==> src/rtl/line_trig_pkg.sv <==
package line_trig_pkg;

	// register byte addresses
	localparam logic [7:0] ADDR_CTRL     = 8'h00;
	localparam logic [7:0] ADDR_WIDTH    = 8'h04;
	localparam logic [7:0] ADDR_OFFSET   = 8'h08;
	localparam logic [7:0] ADDR_HEIGHT   = 8'h0c;
	localparam logic [7:0] ADDR_EXPOSURE = 8'h10;
	localparam logic [7:0] ADDR_STATUS   = 8'h14;
	localparam logic [7:0] ADDR_USER_ID  = 8'h20;
	localparam int         USER_ID_WORDS = 4;

	// control register field positions
	localparam int CTRL_ENABLE_BIT  = 0;
	localparam int CTRL_FUNC_LSB    = 1;
	localparam int CTRL_ORIGIN_LSB  = 3;
	localparam int CTRL_SENSE_LSB   = 6;
	localparam int CTRL_EXPMODE_BIT = 9;
	localparam int CTRL_INVERT_LSB  = 10;

	// image window limits and reset values
	localparam logic [12:0] SENSOR_LINE_LEN = 13'h1800;
	localparam logic [12:0] WIDTH_MIN       = 13'h0004;
	localparam logic [12:0] WIDTH_RESET     = 13'h1800;
	localparam logic [12:0] OFFSET_MAX      = 13'h17fc;
	localparam logic [12:0] OFFSET_RESET    = 13'h0000;
	localparam logic [12:0] HEIGHT_MIN      = 13'h0010;
	localparam logic [12:0] HEIGHT_MAX      = 13'h1000;
	localparam logic [12:0] HEIGHT_RESET    = 13'h0800;

	// exposure in tenths of a microsecond
	localparam logic [15:0] EXPOSURE_MIN    = 16'h0014;
	localparam logic [15:0] EXPOSURE_MAX    = 16'h821e;
	localparam logic [15:0] EXPOSURE_RESET  = 16'h04b0;
	localparam int          CLK_MHZ         = 125;
	localparam int          TENTHS_PER_US   = 10;

	// led blink half period and chatter filter defaults
	localparam int BLINK_HALF_MS     = 250;
	localparam int BLINK_HALF_CYCLES = BLINK_HALF_MS * 1000 * CLK_MHZ;
	localparam int FILTER_US         = 10;
	localparam int FILTER_CYCLES     = FILTER_US * CLK_MHZ;

	// status indicator states
	typedef enum logic [2:0] {
		LED_BOOT, LED_NO_CABLE, LED_DISCOVERY, LED_STANDBY, LED_STREAMING
	} led_state_e;

	// what the trigger drives
	typedef enum logic [1:0] {
		FUNC_FRAME_GATE, FUNC_LINE_EXPOSURE, FUNC_FILLER_FRAME
	} trig_func_e;

	// where the trigger comes from
	typedef enum logic [2:0] {
		ORIGIN_NO_SOURCE, ORIGIN_ENCODER, ORIGIN_EXT_A, ORIGIN_EXT_B, ORIGIN_EXT_C
	} trig_origin_e;

	// how the trigger is sensed
	typedef enum logic [2:0] {
		SENSE_RISING, SENSE_FALLING, SENSE_ANY_EDGE, SENSE_HIGH, SENSE_LOW
	} trig_sense_e;

	// how long an exposure lasts
	typedef enum logic {
		EXP_TIMED, EXP_PULSE_LENGTH
	} exp_mode_e;

	// trigger configuration carried together
	typedef struct packed {
		logic         external_trigger_enable;
		trig_func_e   trigger_function_select;
		trig_origin_e trigger_origin_select;
		trig_sense_e  trigger_sense_select;
		exp_mode_e    exposure_control_mode;
		logic [2:0]   line_invert;
	} trig_cfg_s;

	// image window carried together
	typedef struct packed {
		logic [12:0] line_width;
		logic [12:0] horizontal_start_offset;
		logic [12:0] frame_height;
	} window_s;

	// status indicator colour pair
	typedef struct packed {
		logic red;
		logic green;
	} led_s;

endpackage

==> src/rtl/line_trigger_exposure_control.sv <==
// Chosen here: the register addresses and the plain strobed port.
`timescale 1ns/10ps
module line_trigger_exposure_control #(
	parameter int BLINK_HALF_CYCLES = line_trig_pkg::BLINK_HALF_CYCLES,
	parameter int FILTER_CYCLES     = line_trig_pkg::FILTER_CYCLES
) (
	input  wire logic               core_clk,
	input  wire logic               reset,
	input  wire logic [7:0]         reg_addr,
	input  wire logic [31:0]        reg_wdata,
	input  wire logic               reg_write,
	input  wire logic               reg_read,
	output logic      [31:0]        reg_rdata,
	input  wire logic               boot_done,
	input  wire logic               link_up,
	input  wire logic               discovery_active,
	input  wire logic               discovery_done,
	input  wire logic               packets_sending,
	input  wire logic               encoder_unit_output,
	input  wire logic               ext_input_a,
	input  wire logic               ext_input_b,
	input  wire logic               ext_input_c,
	output line_trig_pkg::led_s     status_led,
	output line_trig_pkg::window_s  window,
	output logic                    frame_gate,
	output logic                    line_exposure_trigger,
	output logic                    filler_frame_emit,
	output logic                    exposure_active
);
	import line_trig_pkg::*;

	localparam int BW = $clog2(BLINK_HALF_CYCLES + 1);
	localparam logic [BW-1:0] BLINK_LAST = BW'(BLINK_HALF_CYCLES - 1);

	// tenths of a microsecond to cycles, rounded up
	function automatic logic [19:0] tenths_to_cycles(input logic [15:0] t);
		logic [23:0] prod;
		prod = 24'(t) * 24'(CLK_MHZ) + 24'(TENTHS_PER_US - 1);
		return 20'(prod / 24'(TENTHS_PER_US));
	endfunction

	// true when a pixel count sits on a four pixel step
	function automatic logic step_of_four(input logic [12:0] v);
		return v[1:0] == 2'b00;
	endfunction

	trig_cfg_s   cfg_q;                 // trigger configuration
	logic [15:0] exposure_q;            // exposure in tenths of a microsecond
	logic [31:0] user_id_q [USER_ID_WORDS]; // identification string words
	logic        ctrl_open_q;           // discovery completed on the current link
	led_state_e  led_state_q;           // indicator state
	logic [BW-1:0] blink_cnt_q;         // blink half period counter
	logic        blink_q;               // blink phase
	logic [2:0]  line_clean;            // filtered line inputs
	logic        src_level;             // chosen trigger source level
	logic        src_prev_q;            // source level last cycle
	logic        active_prev_q;         // sensed activity last cycle
	logic        sense_active;          // source level in its active sense
	logic        trig_event;            // one-cycle trigger event
	logic [19:0] exp_cnt_q;             // exposure cycles remaining
	logic        wr_ctrl;               // any register write while control access is open
	logic [12:0] wr_val;                // write data as a pixel count

	assign wr_val  = reg_wdata[12:0];
	assign wr_ctrl = reg_write && ctrl_open_q;

	// control access opens once discovery has completed
	always_ff @(posedge core_clk or posedge reset) begin
		if (reset) begin
			ctrl_open_q <= 1'b0;
		end else if (discovery_done && link_up) begin
			ctrl_open_q <= 1'b1;
		end else if (!link_up) begin
			ctrl_open_q <= 1'b0; // cable pulled, host must rediscover
		end
	end

	// trigger configuration register
	always_ff @(posedge core_clk or posedge reset) begin
		if (reset) begin
			cfg_q <= '{external_trigger_enable: 1'b0,
			           trigger_function_select: FUNC_FRAME_GATE,
			           trigger_origin_select:   ORIGIN_NO_SOURCE,
			           trigger_sense_select:    SENSE_RISING,
			           exposure_control_mode:   EXP_TIMED,
			           line_invert:             3'h0};
		end else if (wr_ctrl && reg_addr == ADDR_CTRL) begin
			cfg_q.external_trigger_enable <= reg_wdata[CTRL_ENABLE_BIT];
			// illegal codes leave the old selection in place
			if (reg_wdata[CTRL_FUNC_LSB +: 2] <= 2'(FUNC_FILLER_FRAME)) begin
				cfg_q.trigger_function_select <= trig_func_e'(reg_wdata[CTRL_FUNC_LSB +: 2]);
			end
			if (reg_wdata[CTRL_ORIGIN_LSB +: 3] <= 3'(ORIGIN_EXT_C)) begin
				cfg_q.trigger_origin_select <= trig_origin_e'(reg_wdata[CTRL_ORIGIN_LSB +: 3]);
			end
			if (reg_wdata[CTRL_SENSE_LSB +: 3] <= 3'(SENSE_LOW)) begin
				cfg_q.trigger_sense_select <= trig_sense_e'(reg_wdata[CTRL_SENSE_LSB +: 3]);
			end
			cfg_q.exposure_control_mode <= exp_mode_e'(reg_wdata[CTRL_EXPMODE_BIT]);
			cfg_q.line_invert           <= reg_wdata[CTRL_INVERT_LSB +: 3];
		end
	end

	// image window registers, bad values and overruns are rejected
	always_ff @(posedge core_clk or posedge reset) begin
		if (reset) begin
			window.line_width              <= WIDTH_RESET;
			window.horizontal_start_offset <= OFFSET_RESET;
			window.frame_height            <= HEIGHT_RESET;
		end else if (wr_ctrl) begin
			unique case (reg_addr)
				ADDR_WIDTH: begin
					// width must fit beside the current offset
					if (reg_wdata[31:13] == '0 && wr_val >= WIDTH_MIN && step_of_four(wr_val)
					    && 14'(wr_val) + 14'(window.horizontal_start_offset)
					       <= 14'(SENSOR_LINE_LEN)) begin
						window.line_width <= wr_val;
					end
				end
				ADDR_OFFSET: begin
					// offset must fit beside the current width
					if (reg_wdata[31:13] == '0 && wr_val <= OFFSET_MAX && step_of_four(wr_val)
					    && 14'(wr_val) + 14'(window.line_width)
					       <= 14'(SENSOR_LINE_LEN)) begin
						window.horizontal_start_offset <= wr_val;
					end
				end
				ADDR_HEIGHT: begin
					if (reg_wdata[31:13] == '0 && wr_val >= HEIGHT_MIN
					    && wr_val <= HEIGHT_MAX) begin
						window.frame_height <= wr_val;
					end
				end
				default: begin
					// other addresses leave the window alone
				end
			endcase
		end
	end

	// exposure time register in tenths of a microsecond
	always_ff @(posedge core_clk or posedge reset) begin
		if (reset) begin
			exposure_q <= EXPOSURE_RESET;
		end else if (wr_ctrl && reg_addr == ADDR_EXPOSURE) begin
			if (reg_wdata[31:16] == '0 && reg_wdata[15:0] >= EXPOSURE_MIN
			    && reg_wdata[15:0] <= EXPOSURE_MAX) begin
				exposure_q <= reg_wdata[15:0];
			end
		end
	end

	// identification string, last byte always the terminator
	always_ff @(posedge core_clk or posedge reset) begin
		if (reset) begin
			for (int i = 0; i < USER_ID_WORDS; i++) user_id_q[i] <= '0;
		end else if (wr_ctrl && reg_addr[7:4] == ADDR_USER_ID[7:4]) begin
			if (reg_addr[3:2] == 2'(USER_ID_WORDS - 1)) begin
				user_id_q[reg_addr[3:2]] <= {8'h00, reg_wdata[23:0]};
			end else begin
				user_id_q[reg_addr[3:2]] <= reg_wdata;
			end
		end
	end

	// read data, valid the cycle after the strobe
	always_ff @(posedge core_clk or posedge reset) begin
		if (reset) begin
			reg_rdata <= '0;
		end else if (reg_read) begin
			reg_rdata <= '0; // unmapped reads give zero
			if (reg_addr == ADDR_CTRL) begin
				reg_rdata[CTRL_ENABLE_BIT]       <= cfg_q.external_trigger_enable;
				reg_rdata[CTRL_FUNC_LSB +: 2]    <= cfg_q.trigger_function_select;
				reg_rdata[CTRL_ORIGIN_LSB +: 3]  <= cfg_q.trigger_origin_select;
				reg_rdata[CTRL_SENSE_LSB +: 3]   <= cfg_q.trigger_sense_select;
				reg_rdata[CTRL_EXPMODE_BIT]      <= cfg_q.exposure_control_mode;
				reg_rdata[CTRL_INVERT_LSB +: 3]  <= cfg_q.line_invert;
			end else if (reg_addr == ADDR_WIDTH) begin
				reg_rdata[12:0] <= window.line_width;
			end else if (reg_addr == ADDR_OFFSET) begin
				reg_rdata[12:0] <= window.horizontal_start_offset;
			end else if (reg_addr == ADDR_HEIGHT) begin
				reg_rdata[12:0] <= window.frame_height;
			end else if (reg_addr == ADDR_EXPOSURE) begin
				reg_rdata[15:0] <= exposure_q;
			end else if (reg_addr == ADDR_STATUS) begin
				// live state of the block
				reg_rdata[2:0] <= led_state_q;
				reg_rdata[3]   <= ctrl_open_q;
				reg_rdata[4]   <= exposure_active;
				reg_rdata[7:5] <= line_clean;
			end else if (reg_addr[7:4] == ADDR_USER_ID[7:4]) begin
				reg_rdata <= user_id_q[reg_addr[3:2]];
			end
		end
	end

	// status indicator state machine
	always_ff @(posedge core_clk or posedge reset) begin
		if (reset) begin
			led_state_q <= LED_BOOT;
		end else if (!boot_done) begin
			led_state_q <= LED_BOOT;
		end else if (!link_up) begin
			led_state_q <= LED_NO_CABLE;
		end else if (!ctrl_open_q || discovery_active) begin
			led_state_q <= LED_DISCOVERY;
		end else if (packets_sending) begin
			led_state_q <= LED_STREAMING;
		end else begin
			led_state_q <= LED_STANDBY;
		end
	end

	// blink phase generator
	always_ff @(posedge core_clk or posedge reset) begin
		if (reset) begin
			blink_cnt_q <= '0;
			blink_q     <= 1'b0;
		end else if (blink_cnt_q >= BLINK_LAST) begin
			blink_cnt_q <= '0;
			blink_q     <= ~blink_q;
		end else begin
			blink_cnt_q <= blink_cnt_q + 1'b1;
		end
	end

	// indicator colour, orange is red plus green, dark in reset
	always_ff @(posedge core_clk or posedge reset) begin
		if (reset) begin
			status_led <= '0;
		end else begin
			unique case (led_state_q)
				LED_BOOT:      status_led <= '{red: 1'b1, green: 1'b1};
				LED_NO_CABLE:  status_led <= '{red: 1'b1, green: 1'b0};
				LED_DISCOVERY: status_led <= '{red: blink_q, green: blink_q};
				LED_STANDBY:   status_led <= '{red: 1'b0, green: 1'b1};
				LED_STREAMING: status_led <= '{red: 1'b0, green: blink_q};
			endcase
		end
	end

	// line inputs: synchronise, invert and filter
	line_input_conditioner #(
		.LANES         (3),
		.FILTER_CYCLES (FILTER_CYCLES)
	) u_cond (
		.core_clk  (core_clk),
		.reset     (reset),
		.pin_in    ({ext_input_c, ext_input_b, ext_input_a}),
		.invert    (cfg_q.line_invert),
		.clean_out (line_clean)
	);

	// source multiplexer
	always_comb begin
		unique case (cfg_q.trigger_origin_select)
			ORIGIN_NO_SOURCE: src_level = 1'b0;
			ORIGIN_ENCODER:   src_level = encoder_unit_output;
			ORIGIN_EXT_A:     src_level = line_clean[0];
			ORIGIN_EXT_B:     src_level = line_clean[1];
			ORIGIN_EXT_C:     src_level = line_clean[2];
			default:          src_level = 1'b0;
		endcase
	end

	// sense decode: edges give events, levels give an active span
	always_comb begin
		sense_active = 1'b0;
		trig_event   = 1'b0;
		unique case (cfg_q.trigger_sense_select)
			SENSE_RISING:   trig_event = src_level && !src_prev_q;
			SENSE_FALLING:  trig_event = !src_level && src_prev_q;
			SENSE_ANY_EDGE: trig_event = src_level ^ src_prev_q;
			SENSE_HIGH: begin
				sense_active = src_level;
				trig_event   = src_level && !active_prev_q;
			end
			SENSE_LOW: begin
				sense_active = !src_level;
				trig_event   = !src_level && !active_prev_q;
			end
			default: begin
				sense_active = 1'b0;
				trig_event   = 1'b0;
			end
		endcase
		trig_event = trig_event && cfg_q.external_trigger_enable;
	end

	// source history for edge detection
	always_ff @(posedge core_clk or posedge reset) begin
		if (reset) begin
			src_prev_q    <= 1'b0;
			active_prev_q <= 1'b0;
		end else begin
			src_prev_q    <= src_level;
			active_prev_q <= sense_active;
		end
	end

	// trigger function outputs
	always_ff @(posedge core_clk or posedge reset) begin
		if (reset) begin
			frame_gate            <= 1'b0;
			line_exposure_trigger <= 1'b0;
			filler_frame_emit     <= 1'b0;
		end else begin
			line_exposure_trigger <= trig_event
				&& cfg_q.trigger_function_select == FUNC_LINE_EXPOSURE;
			filler_frame_emit     <= trig_event
				&& cfg_q.trigger_function_select == FUNC_FILLER_FRAME;
			if (!cfg_q.external_trigger_enable
			    || cfg_q.trigger_function_select != FUNC_FRAME_GATE) begin
				frame_gate <= 1'b0;
			end else if (cfg_q.trigger_sense_select == SENSE_HIGH
			             || cfg_q.trigger_sense_select == SENSE_LOW) begin
				frame_gate <= sense_active;
			end else if (trig_event) begin
				frame_gate <= ~frame_gate; // edges open and close the gate
			end
		end
	end

	// exposure timer: timed count or trigger high width
	always_ff @(posedge core_clk or posedge reset) begin
		if (reset) begin
			exp_cnt_q       <= '0;
			exposure_active <= 1'b0;
		end else if (!exposure_active) begin
			if (trig_event && cfg_q.trigger_function_select == FUNC_LINE_EXPOSURE) begin
				exposure_active <= 1'b1;
				exp_cnt_q       <= tenths_to_cycles(exposure_q) - 20'h00001;
			end
		end else if (cfg_q.exposure_control_mode == EXP_PULSE_LENGTH) begin
			if (!src_level) begin
				exposure_active <= 1'b0;
			end
		end else if (exp_cnt_q == '0) begin
			exposure_active <= 1'b0;
		end else begin
			exp_cnt_q <= exp_cnt_q - 20'h00001;
		end
	end

endmodule

==> src/rtl/line_input_conditioner.sv <==
`timescale 1ns/10ps
module line_input_conditioner #(
	parameter int LANES         = 3,
	parameter int FILTER_CYCLES = line_trig_pkg::FILTER_CYCLES
) (
	input  wire logic             core_clk,
	input  wire logic             reset,
	input  wire logic [LANES-1:0] pin_in,
	input  wire logic [LANES-1:0] invert,
	output logic      [LANES-1:0] clean_out
);
	import line_trig_pkg::*;

	localparam int CW = $clog2(FILTER_CYCLES + 1);
	localparam logic [CW-1:0] FILT_LAST = CW'(FILTER_CYCLES - 1);

	logic [LANES-1:0] sync1_q;           // first synchroniser stage
	logic [LANES-1:0] sync2_q;           // second synchroniser stage
	logic [CW-1:0]    stable_q [LANES];  // cycles the raw level has differed

	// two-flop synchroniser for the pin levels
	always_ff @(posedge core_clk or posedge reset) begin
		if (reset) begin
			sync1_q <= '0;
			sync2_q <= '0;
		end else begin
			sync1_q <= pin_in;
			sync2_q <= sync1_q;
		end
	end

	// chatter filter: new level must hold for the filter time
	always_ff @(posedge core_clk or posedge reset) begin
		if (reset) begin
			clean_out <= '0;
			for (int i = 0; i < LANES; i++) stable_q[i] <= '0;
		end else begin
			for (int i = 0; i < LANES; i++) begin
				if ((sync2_q[i] ^ invert[i]) == clean_out[i]) begin
					stable_q[i] <= '0; // level agrees, restart
				end else if (stable_q[i] >= FILT_LAST) begin
					clean_out[i] <= sync2_q[i] ^ invert[i];
					stable_q[i]  <= '0;
				end else begin
					stable_q[i] <= stable_q[i] + 1'b1;
				end
			end
		end
	end

endmodule

==> config.mk <==
export PLATFORM = sky130hd
export DESIGN_NAME = line_trigger_exposure_control
export DESIGN_NICKNAME = d
export VERILOG_FILES = /design/src/rtl/line_trig_pkg.sv /design/src/rtl/line_trigger_exposure_control.sv /design/src/rtl/line_input_conditioner.sv
export SDC_FILE = /design/constraint.sdc
export NUM_CORES = 1
export LEC_CHECK = 0
export ABC_AREA = 0
export BUFFER_PORTS_ARGS = -buffer_cell sky130_fd_sc_hd__buf_2
export CORE_MARGIN = 4
export CORE_UTILIZATION = 65
export CTS_CLUSTER_DIAMETER = 120
export DETAILED_ROUTE_END_ITERATION = 16
export PLACE_DENSITY = 0.88
export SLEW_MARGIN = 40
export SYNTH_ARGS = -nofsm -noshare
export SYNTH_HDL_FRONTEND = slang
export SYNTH_HIERARCHICAL = 1
export SYNTH_SLANG_ARGS = --single-unit
==> constraint.sdc <==
create_clock -name core_clk -period 20.7 [get_ports core_clk]
set_clock_uncertainty 0.05 [all_clocks]
set_input_delay 5.175 -clock core_clk [delete_from_list [all_inputs] [get_ports core_clk]]
set_output_delay 5.175 -clock core_clk [all_outputs]
set_load 0.005 [all_outputs]
# Yosys cells after proc, flatten, opt, wreduce, memory -nomap -nowiden
# Cells that the tools add are included.
# totals
regBits	328
wordCells	203
# op_classes
reduce_logical	52
n_mul	1
eq_ne	27
muxes	50
order_cmp	17
div_mod_pow	1
n_bitwise	10
addsub	9
# ops
operator	count
$bwmux 128	2
$mux 128	1
$mux 32	4
$mux 20	4
$mux 19	4
$mux 11	6
$bmux 32 s2	1
$demux 32 s2	1
$mux 13	4
$sub 20x1->20 const B	2
$add 11x1->11 const B	3
$ge 11x11->1 const B	3
$mux 16	2
$add 13x13->14	2
$le 14x13->1 const B	2
$le 13x13->1 const B	2
$add 25x1->25 const B	1
$ge 25x25->1 const B	1
$mux 25	1
$add 23x4->24 const B	1
$div 24x4->24 const B	1
$mux 24	1
$logic_and 1x1->1	23
$mul 16x7->23 const B	1
other kinds (42)	94

# Longest topological paths before layout
# Gate-level depths: netlist (run 1).
# logic_depth
depth_word	11
depth_mapped	51

# Hierarchy
# The synthesis (run 1) kept the hierarchy.
# modules_own_cells
module	area_per_inst_um2	cells_per_inst	seq_area_each_um2	n_inst
line_trigger_exposure_control	21211.6	2107	7165.6	1
line_input_conditioner	1936.9	179	1051.0	1

# Worst setup path after synthesis (run 1)
# Ideal clock, no wire load.
# synth_path
path_kind	reg2reg
start	reg exposure_q[7]
end	reg exp_cnt_q[14]
arrival_time_ns	11.342
required_time_ns	20.523
stages_incl_launch_ff	49
setup_ns	0.127
path_slack_ns	9.181
path_cell_list	dfstp_2 -> inv_1 -> fa_1 -> inv_1 -> fa_1 -> inv_1 -> fa_1 -> fa_1 -> inv_1 -> ha_1 -> buf_4 -> a21oi_2 -> inv_1 -> a31oi_2 -> a21oi_2 -> or4_1 -> buf_2 -> a2111oi_0 -> [13 not listed] -> o21a_2 -> a2111oi_2 -> nor3_1 -> a221o_2 -> a31oi_4 -> a21boi_1 -> a2111o_1 -> nor2_4 -> o221ai_1 -> o31a_1 -> o2111ai_2 -> and3_1 -> ha_1 -> and3_1 -> buf_2 -> a31o_2 -> a21oi_1 -> o2bb2a_1
# synth_between
elab_chain_len	6
# synth_lines
element	line_no	source
from (decl)	line_trigger_exposure_control.sv:48	logic [15:0] exposure_q;
from (signal assigned)	line_trigger_exposure_control.sv:148	exposure_q <= reg_wdata[15:0];
$mul 16x7->23	line_trigger_exposure_control.sv:38	prod = 24'(t) * 24'(CLK_MHZ) + 24'(TENTHS_PER_US - 1);
$add 23x4->24	line_trigger_exposure_control.sv:38	
$div 24x4->24	line_trigger_exposure_control.sv:39	return 20'(prod / 24'(TENTHS_PER_US));
$sub 20x1->20	line_trigger_exposure_control.sv:334	exp_cnt_q <= tenths_to_cycles(exposure_q) - 20'h00001;
$mux 20	line_trigger_exposure_control.sv:332	if (trig_event && cfg_q.trigger_function_select == FUNC_LINE_EXPOSURE) begin
$mux 20	line_trigger_exposure_control.sv:331	end else if (!exposure_active) begin
to (signal assigned)	line_trigger_exposure_control.sv:334	
to (signal assigned)	line_trigger_exposure_control.sv:343	exp_cnt_q <= exp_cnt_q - 20'h00001;
to (decl)	line_trigger_exposure_control.sv:60	logic [19:0] exp_cnt_q;
# Every way passes these cells. The select of a mux whose other input is x is not followed.
# A chain may end at the register's enable or synchronous reset.

# Final worst setup path (run 1)
# Same ends and word-level chain as after synthesis.

==> results of run 1 <==
where the power goes:
group	total [µW]	internal [µW]	leakage, µW	switching [µW]
combinational	90.0	35.7	0.00681	54.3
clock	650	387	0.000556	262
sequential	675	660	0.00444	14.6
cells in the mapped netlist, drive strengths merged, types with 12 or more instances:
library cell,number
o31ai,16
mux2,185
nor2b,20
a211oi,17
nor4,32
a21o,24
nand3,71
clkbuf,84
xor2,58
buf,40
o21bai,13
nand2,143
o22ai,12
nand4,34
nor3,50
ha,101
or4,14
o21ai,113
a21oi,105
mux2i,20
mux4,36
a22oi,20
xnor2,63
o2111ai,12
and3,21
dfrtp,321
inv,133
fa,57
o21a,14
o211ai,26
or3,16
a31oi,32
nor2,189
a221oi,14
cell usage in the layout (no fill, tap or decap), types with 58 or more instances in the layout:
cell type	instances
a21oi_1	94
buf_2	128
dfrtp_1	321
ha_1	101
inv_1	132
mux2_2	182
nand2_1	143
nand3_1	67
nor2_1	182
o21ai_0	93
xnor2_1	58
cell type report:
type / count / area share
diodes: 2 / 0.000198
clock buffers: 51 / 0.0381
clock inverters: 10 / 0.00731
inverters: 133 / 0.0202
multi-input cells: 1701 / 0.554
flip-flops and latches: 328 / 0.324
well taps: 455 / 0.0225
repair buffers: 156 / 0.0339
per-stage QoR:
step	instances	instance area (µm²)	hold slack, ps
floorplan	2286	23100	281
global placement	2772	24000	288
detailed placement	2772	24100	291
CTS	2833	25200	304
global route	2834	25300	307
finish	2836	25300	303
final timing paths:
kind / startpoint / end / slack (ps) / cells past startpoint
worst max-delay path: exposure_q[7]$_DFFE_PP1P_ / exp_cnt_q[14]$_DFFE_PP0P_ / 6880 / 42
worst min-delay path: u_cond/sync1_q[1]$_DFF_PP0_ / u_cond/sync2_q[1]$_DFF_PP0_ / 300 / 0
worst max register to register: exposure_q[7]$_DFFE_PP1P_ / exp_cnt_q[14]$_DFFE_PP0P_ / 6880 / 42
worst min register to register: u_cond/sync1_q[1]$_DFF_PP0_ / u_cond/sync2_q[1]$_DFF_PP0_ / 300 / 0
max in group asynchronous: reset / asynchronous set/reset pin / 14020 / 4
min in group asynchronous: reset / ctrl_open_q$_DFFE_PP0P_ / 4670 / 2
layer usage:
layer | wire [µm] | vias to the layer above
met5 | 28 | -
met3 | 6080 | 298
met4 | 3330 | 4
met2 | 32600 | 1307
met1 | 24700 | 9833
li1 | - | 8549
logic make-up after synthesis:
logic type | Yosys count | share of synthesized area
buf+inv | 257 | 0.0461
fa+ha+maj | 159 | 0.104
mux | 241 | 0.134
flops | 328 | 0.355
xor+xnor | 121 | 0.0458
simple gates | 646 | 0.143
compound gates | 534 | 0.172
==> results.cfg, run 1 <==
[clock_tree]
clkTransAtPathRegs_ps = 60
clkSinkCount = 328
numCtsBuffers = 34
cts_resized = 0
clk_latency_ps = 540
hold_buffers = 0
post-cts-setup-buffer-count = 0
cts_max_level = 2
cts_tree = yes
clockBufferDepth = 3
root_buffer = clkbuf_16

[timing]
layout_min_cycle_time_ps = 13820
timing.final.ws_setup_ps = 6880
setup_viol = 0
rsz0062_at_grt = no
setup_tns_ps = 0
worstMarginPinSlew_ps = 885
relSlewSlack = 0.410
fin_crit_sh = 0.667
slew_violations = 0
hold_violations = 0
fmaxAchievable_mhz = 72.4

[global_route]
antenna_found_initial = 2
grt_usage = 0.337
grt_pass1_wl_mm = 107
grtUsageMet1 = 0.423
use_met2 = 0.566
grt_pass1_vias = 20211
use_met3 = 0.0674
overflow = 0
grt_max_degree = 132
busiest_layer = met2

[floorplanning]
die_w_um = 197
core-area_um2 = 34800
die_h_um = 197
rows = 68
dieArea_um2 = 38700
initial_utilization = 0.665
io_pins = 130

[setup_path]
path_buf_inv = 5
crit_arrival_ps = 14170
critical_path_class = reg -> reg
worstSetupEndpointType = flop
max_stage_delay_ps = 720
crit_family = simple AND/OR/NAND/NOR gates
worstPathRequired_ps = 21050
crit_path_frequent_cell = inv_1
crit_fanout = 14
slowest_stage = or4_1
cp-start-kind = flop

[pwr]
p_leak_uw = 0.0118
power_density_nw_per_um2 = 55.8
ir_drop_mv = 0.0760
fin_total_pwr_uw = 1410

[finish]
final-seq-area_um2 = 8220
post-route-util = 0.728
fin_nets = 2565
drive_gt1_frac = 0.228
nFillCells = 2165
multi_input_area_um2 = 14000
area_growth_pct = 9.47

[route]
ant_nets = 0
drt_iter0_markers = 2176
first_pass_iters = 6
drc_errors = 0
vias_per_cell = 7.05
routed_wire_length_per_instance_um = 23.5
routed_wl_mm = 66.7
vias = 19991

[synthesis]
synth_top_area_frac = 0.347
yosysSeqAreaShare = 0.355
synth-edff-count = 0
synth_cells = 2286
ys_seq_elements = 328
yosysUniqueCellTypes = 129
synthTopCellsByArea = dfrtp_1 (35%), mux2_2 (8.9%), ha_1 (5.5%)
syn_area_um2 = 23100
synth_ff_type = dfrtp_1
synth_area_per_cell_um2 = 10.1
synth_area_leader_cell = dfrtp_1
synth_fp_nets = 2497
ys_warn_count = 6
async_flop_share = 1.00

[placed_design]
dp_hpwl_mm = 45.0
gp_congestion = 0.942
io_buffers = 129
dp_worst_setup_slack_ps = 6810

[worst_hold_path]
min_path_type = reg -> reg

[outcome]
outcome = completed

[flow_run]
cap_viol_max_count = 0
Note: power is estimated with default switching activity, not from simulation.
==> run 2, diff against run 1 <==
ABC_AREA = 1   (was 0)
CORE_UTILIZATION = 56   (was 65)
PLACE_DENSITY = 0.81   (was 0.88)
clock period = 11.31 ns   (was 20.7 ns; I/O delays follow)
==> results.cfg, run 2 <==
[synthesis]
synth_area_per_cell_um2 = 7.81
synth_cells = 2748
synth_fp_nets = 2959
synth_top_area_frac = 0.374
synthMostInstantiatedCell = nand2_1
ys_warn_count = 6
async_flop_share = 1.00
synth-edff-count = 0
yosysUniqueCellTypes = 63
synth_area_leader_cell = dfrtp_1
ys_seq_elements = 328
synthTopCellsByArea = dfrtp_1 (37%), nand2_1 (12%), o21ai_0 (6.1%)
synth_ff_type = dfrtp_1
syn_area_um2 = 21500
synth_common_cells = nand2_1 (688), inv_1 (342), dfrtp_1 (321)
yosysSeqAreaShare = 0.383

[timing]
fin_crit_sh = 1.08
setup_viol = 20
fmaxAchievable_mhz = 81.7
worstMarginPinSlew_ps = 811
hold_violations = 0
rsz0062_at_grt = yes
relSlewSlack = 0.458
slew_violations = 0
timing.final.ws_setup_ps = -931
layout_min_cycle_time_ps = 12240

[pwr]
p_leak_uw = 0.0135
power_density_nw_per_um2 = 117
ir_drop_mv = 0.143
fin_total_pwr_uw = 3100

[placed_design]
gp_congestion = 0.924
io_buffers = 129
numPlacedInstances = 3406
dp_hpwl_mm = 43.5

[setup_path]
cp-start-kind = flop
worstReg2RegEnd = exp_cnt_q[8]$_DFFE_PP0P_
critPathLaunch = exposure_q[7]$_DFFE_PP1P_
crit_arrival_ps = 12690
max_stage_delay_ps = 560
rrSetupSlack_ps = -930
critical_path_class = reg -> reg
worstSetupEndpointType = flop
worstPathRequired_ps = 11760
worstRegToRegCells = 108
crit_path_frequent_cell = nand2_4
rr_startpoint = exposure_q[7]$_DFFE_PP1P_
endpoint = exp_cnt_q[8]$_DFFE_PP0P_
crit_fanout = 5
slowest_stage = dfstp_2

[global_route]
antenna_found_initial = 3
grt_max_degree = 152
grt_pass1_wl_mm = 104
overflow = 0
grt_pass1_vias = 20623
grt_usage = 0.306

[route]
first_pass_iters = 6
vias_per_cell = 5.73
routed_wire_length_per_instance_um = 18.2
drt_iter0_markers = 1862
vias = 20470
ant_nets = 0
routed_wl_mm = 65.2
drc_errors = 0

[clock_tree]
cts_max_level = 2
cts_tree = yes
clkSinkCount = 328
hold_buffers = 0
numCtsBuffers = 37
clk_latency_ps = 570
root_buffer = clkbuf_16
clockBufferDepth = 3
clkTransAtPathRegs_ps = 60

[outcome]
outcome = finished, violations left
violations = setup timing

[floorplanning]
die_h_um = 204
rows = 71
core-area_um2 = 37800
initial_utilization = 0.569
io_pins = 130
die_w_um = 204
dieArea_um2 = 41500

[finish]
layout_common_cells = nand2_1 (609), inv_1 (320), dfrtp_1 (320), o21ai_0 (258), nor2_1 (152)
fin_nets = 3244
final-seq-area_um2 = 8220
nFillCells = 2820
drive_gt1_frac = 0.250
final_common_cell = nand2_1
multi_input_area_um2 = 12600
fin_cells = 3574
area_growth_pct = 23.7

[flow_run]
cap_viol_max_count = 0

[worst_hold_path]
min_path_type = reg -> reg
==> run 2: logic make-up (layout without fill, tap and decap cells) <==
family | count (synthesis) | count (layout) | share of synthesized area
buffers and inverters | 459 | 772 | 0.0825
adder cells (fa/ha/maj) | 158 | 158 | 0.112
AO/OA/AOI/OAI | 473 | 473 | 0.129
AND/OR/NAND/NOR | 1269 | 1269 | 0.269
other | 0 | 2 | 0
XOR/XNOR | 61 | 61 | 0.0249
flip-flops | 328 | 328 | 0.383
==> run 2: how the worst min path moves through the flow <==
stage / startpoint / to / slack [ps] / depth (start not counted)
4_1_cts: u_cond/sync1_q[1]$_DFF_PP0_ / u_cond/sync2_q[1]$_DFF_PP0_ / 310 / 0
2_1_floorplan: u_cond/sync1_q[0]$_DFF_PP0_ / u_cond/sync2_q[0]$_DFF_PP0_ / 280 / 0
3_3_place_gp: u_cond/sync1_q[1]$_DFF_PP0_ / u_cond/sync2_q[1]$_DFF_PP0_ / 290 / 0
5_1_grt: u_cond/sync1_q[2]$_DFF_PP0_ / u_cond/sync2_q[2]$_DFF_PP0_ / 320 / 0
6_report: u_cond/sync1_q[1]$_DFF_PP0_ / u_cond/sync2_q[1]$_DFF_PP0_ / 300 / 0
3_5_place_dp: u_cond/sync1_q[1]$_DFF_PP0_ / u_cond/sync2_q[1]$_DFF_PP0_ / 300 / 0
==> run 2: cell type report <==
cell class,instances,share of cell area
Antenna cell,2,0.000188
Clock buffer,51,0.0402
Inverter,387,0.0567
Tap cell,511,0.0241
Multi-Input combinational cell,1961,0.476
Sequential cell,328,0.309
Timing Repair Buffer,318,0.0846
Clock inverter,16,0.00914
==> run 2: worst max-delay path, delay by kind of cell (launching register included) <==
kind                       cells  cell delay, ps
AOI/OAI and AO/OA              3             410
buffers and inverters         20            1720
adders and majority gates      6            2510
and+or+nand+nor               79            6840
DFF                            1             560
==> run 2: timing repair <==
action	CTS	global route
endpoints found under the setup margin	20	20
buffers inserted	115	12
gates resized for setup	200	112
gates cloned	0	0
pin swaps	126	77
==> run 2: metrics by stage <==
stage	TNS [ps]	hold WS (ps)	worst slack [ps]	utilization	cell area, µm²
2_1_floorplan	0	281	260	-	21500
3_3_place_gp	-73.5	289	-38.6	0.614	23200
3_5_place_dp	-11950	297	-845	0.615	23200
4_1_cts	-3420	310	-335	0.689	26000
5_1_grt	-29570	316	-1670	0.703	26600
6_report	-14290	304	-931	0.703	26600
==> run 2: per-layer routing <==
layer  GRT usage  routed length (µm)  share of wire
met5           0                  14        0.00021
met4       0.142                3280          0.050
met3      0.0682                5300          0.081
met2       0.516               31800           0.49
met1       0.378               24700           0.38
==> run 2: report_power, final <==
group | leakage, µW | total (µW) | switching, µW | internal, µW
clock network | 0.000636 | 1290 | 522 | 763
logic | 0.00854 | 509 | 345 | 164
registers | 0.00437 | 1300 | 57.7 | 1250
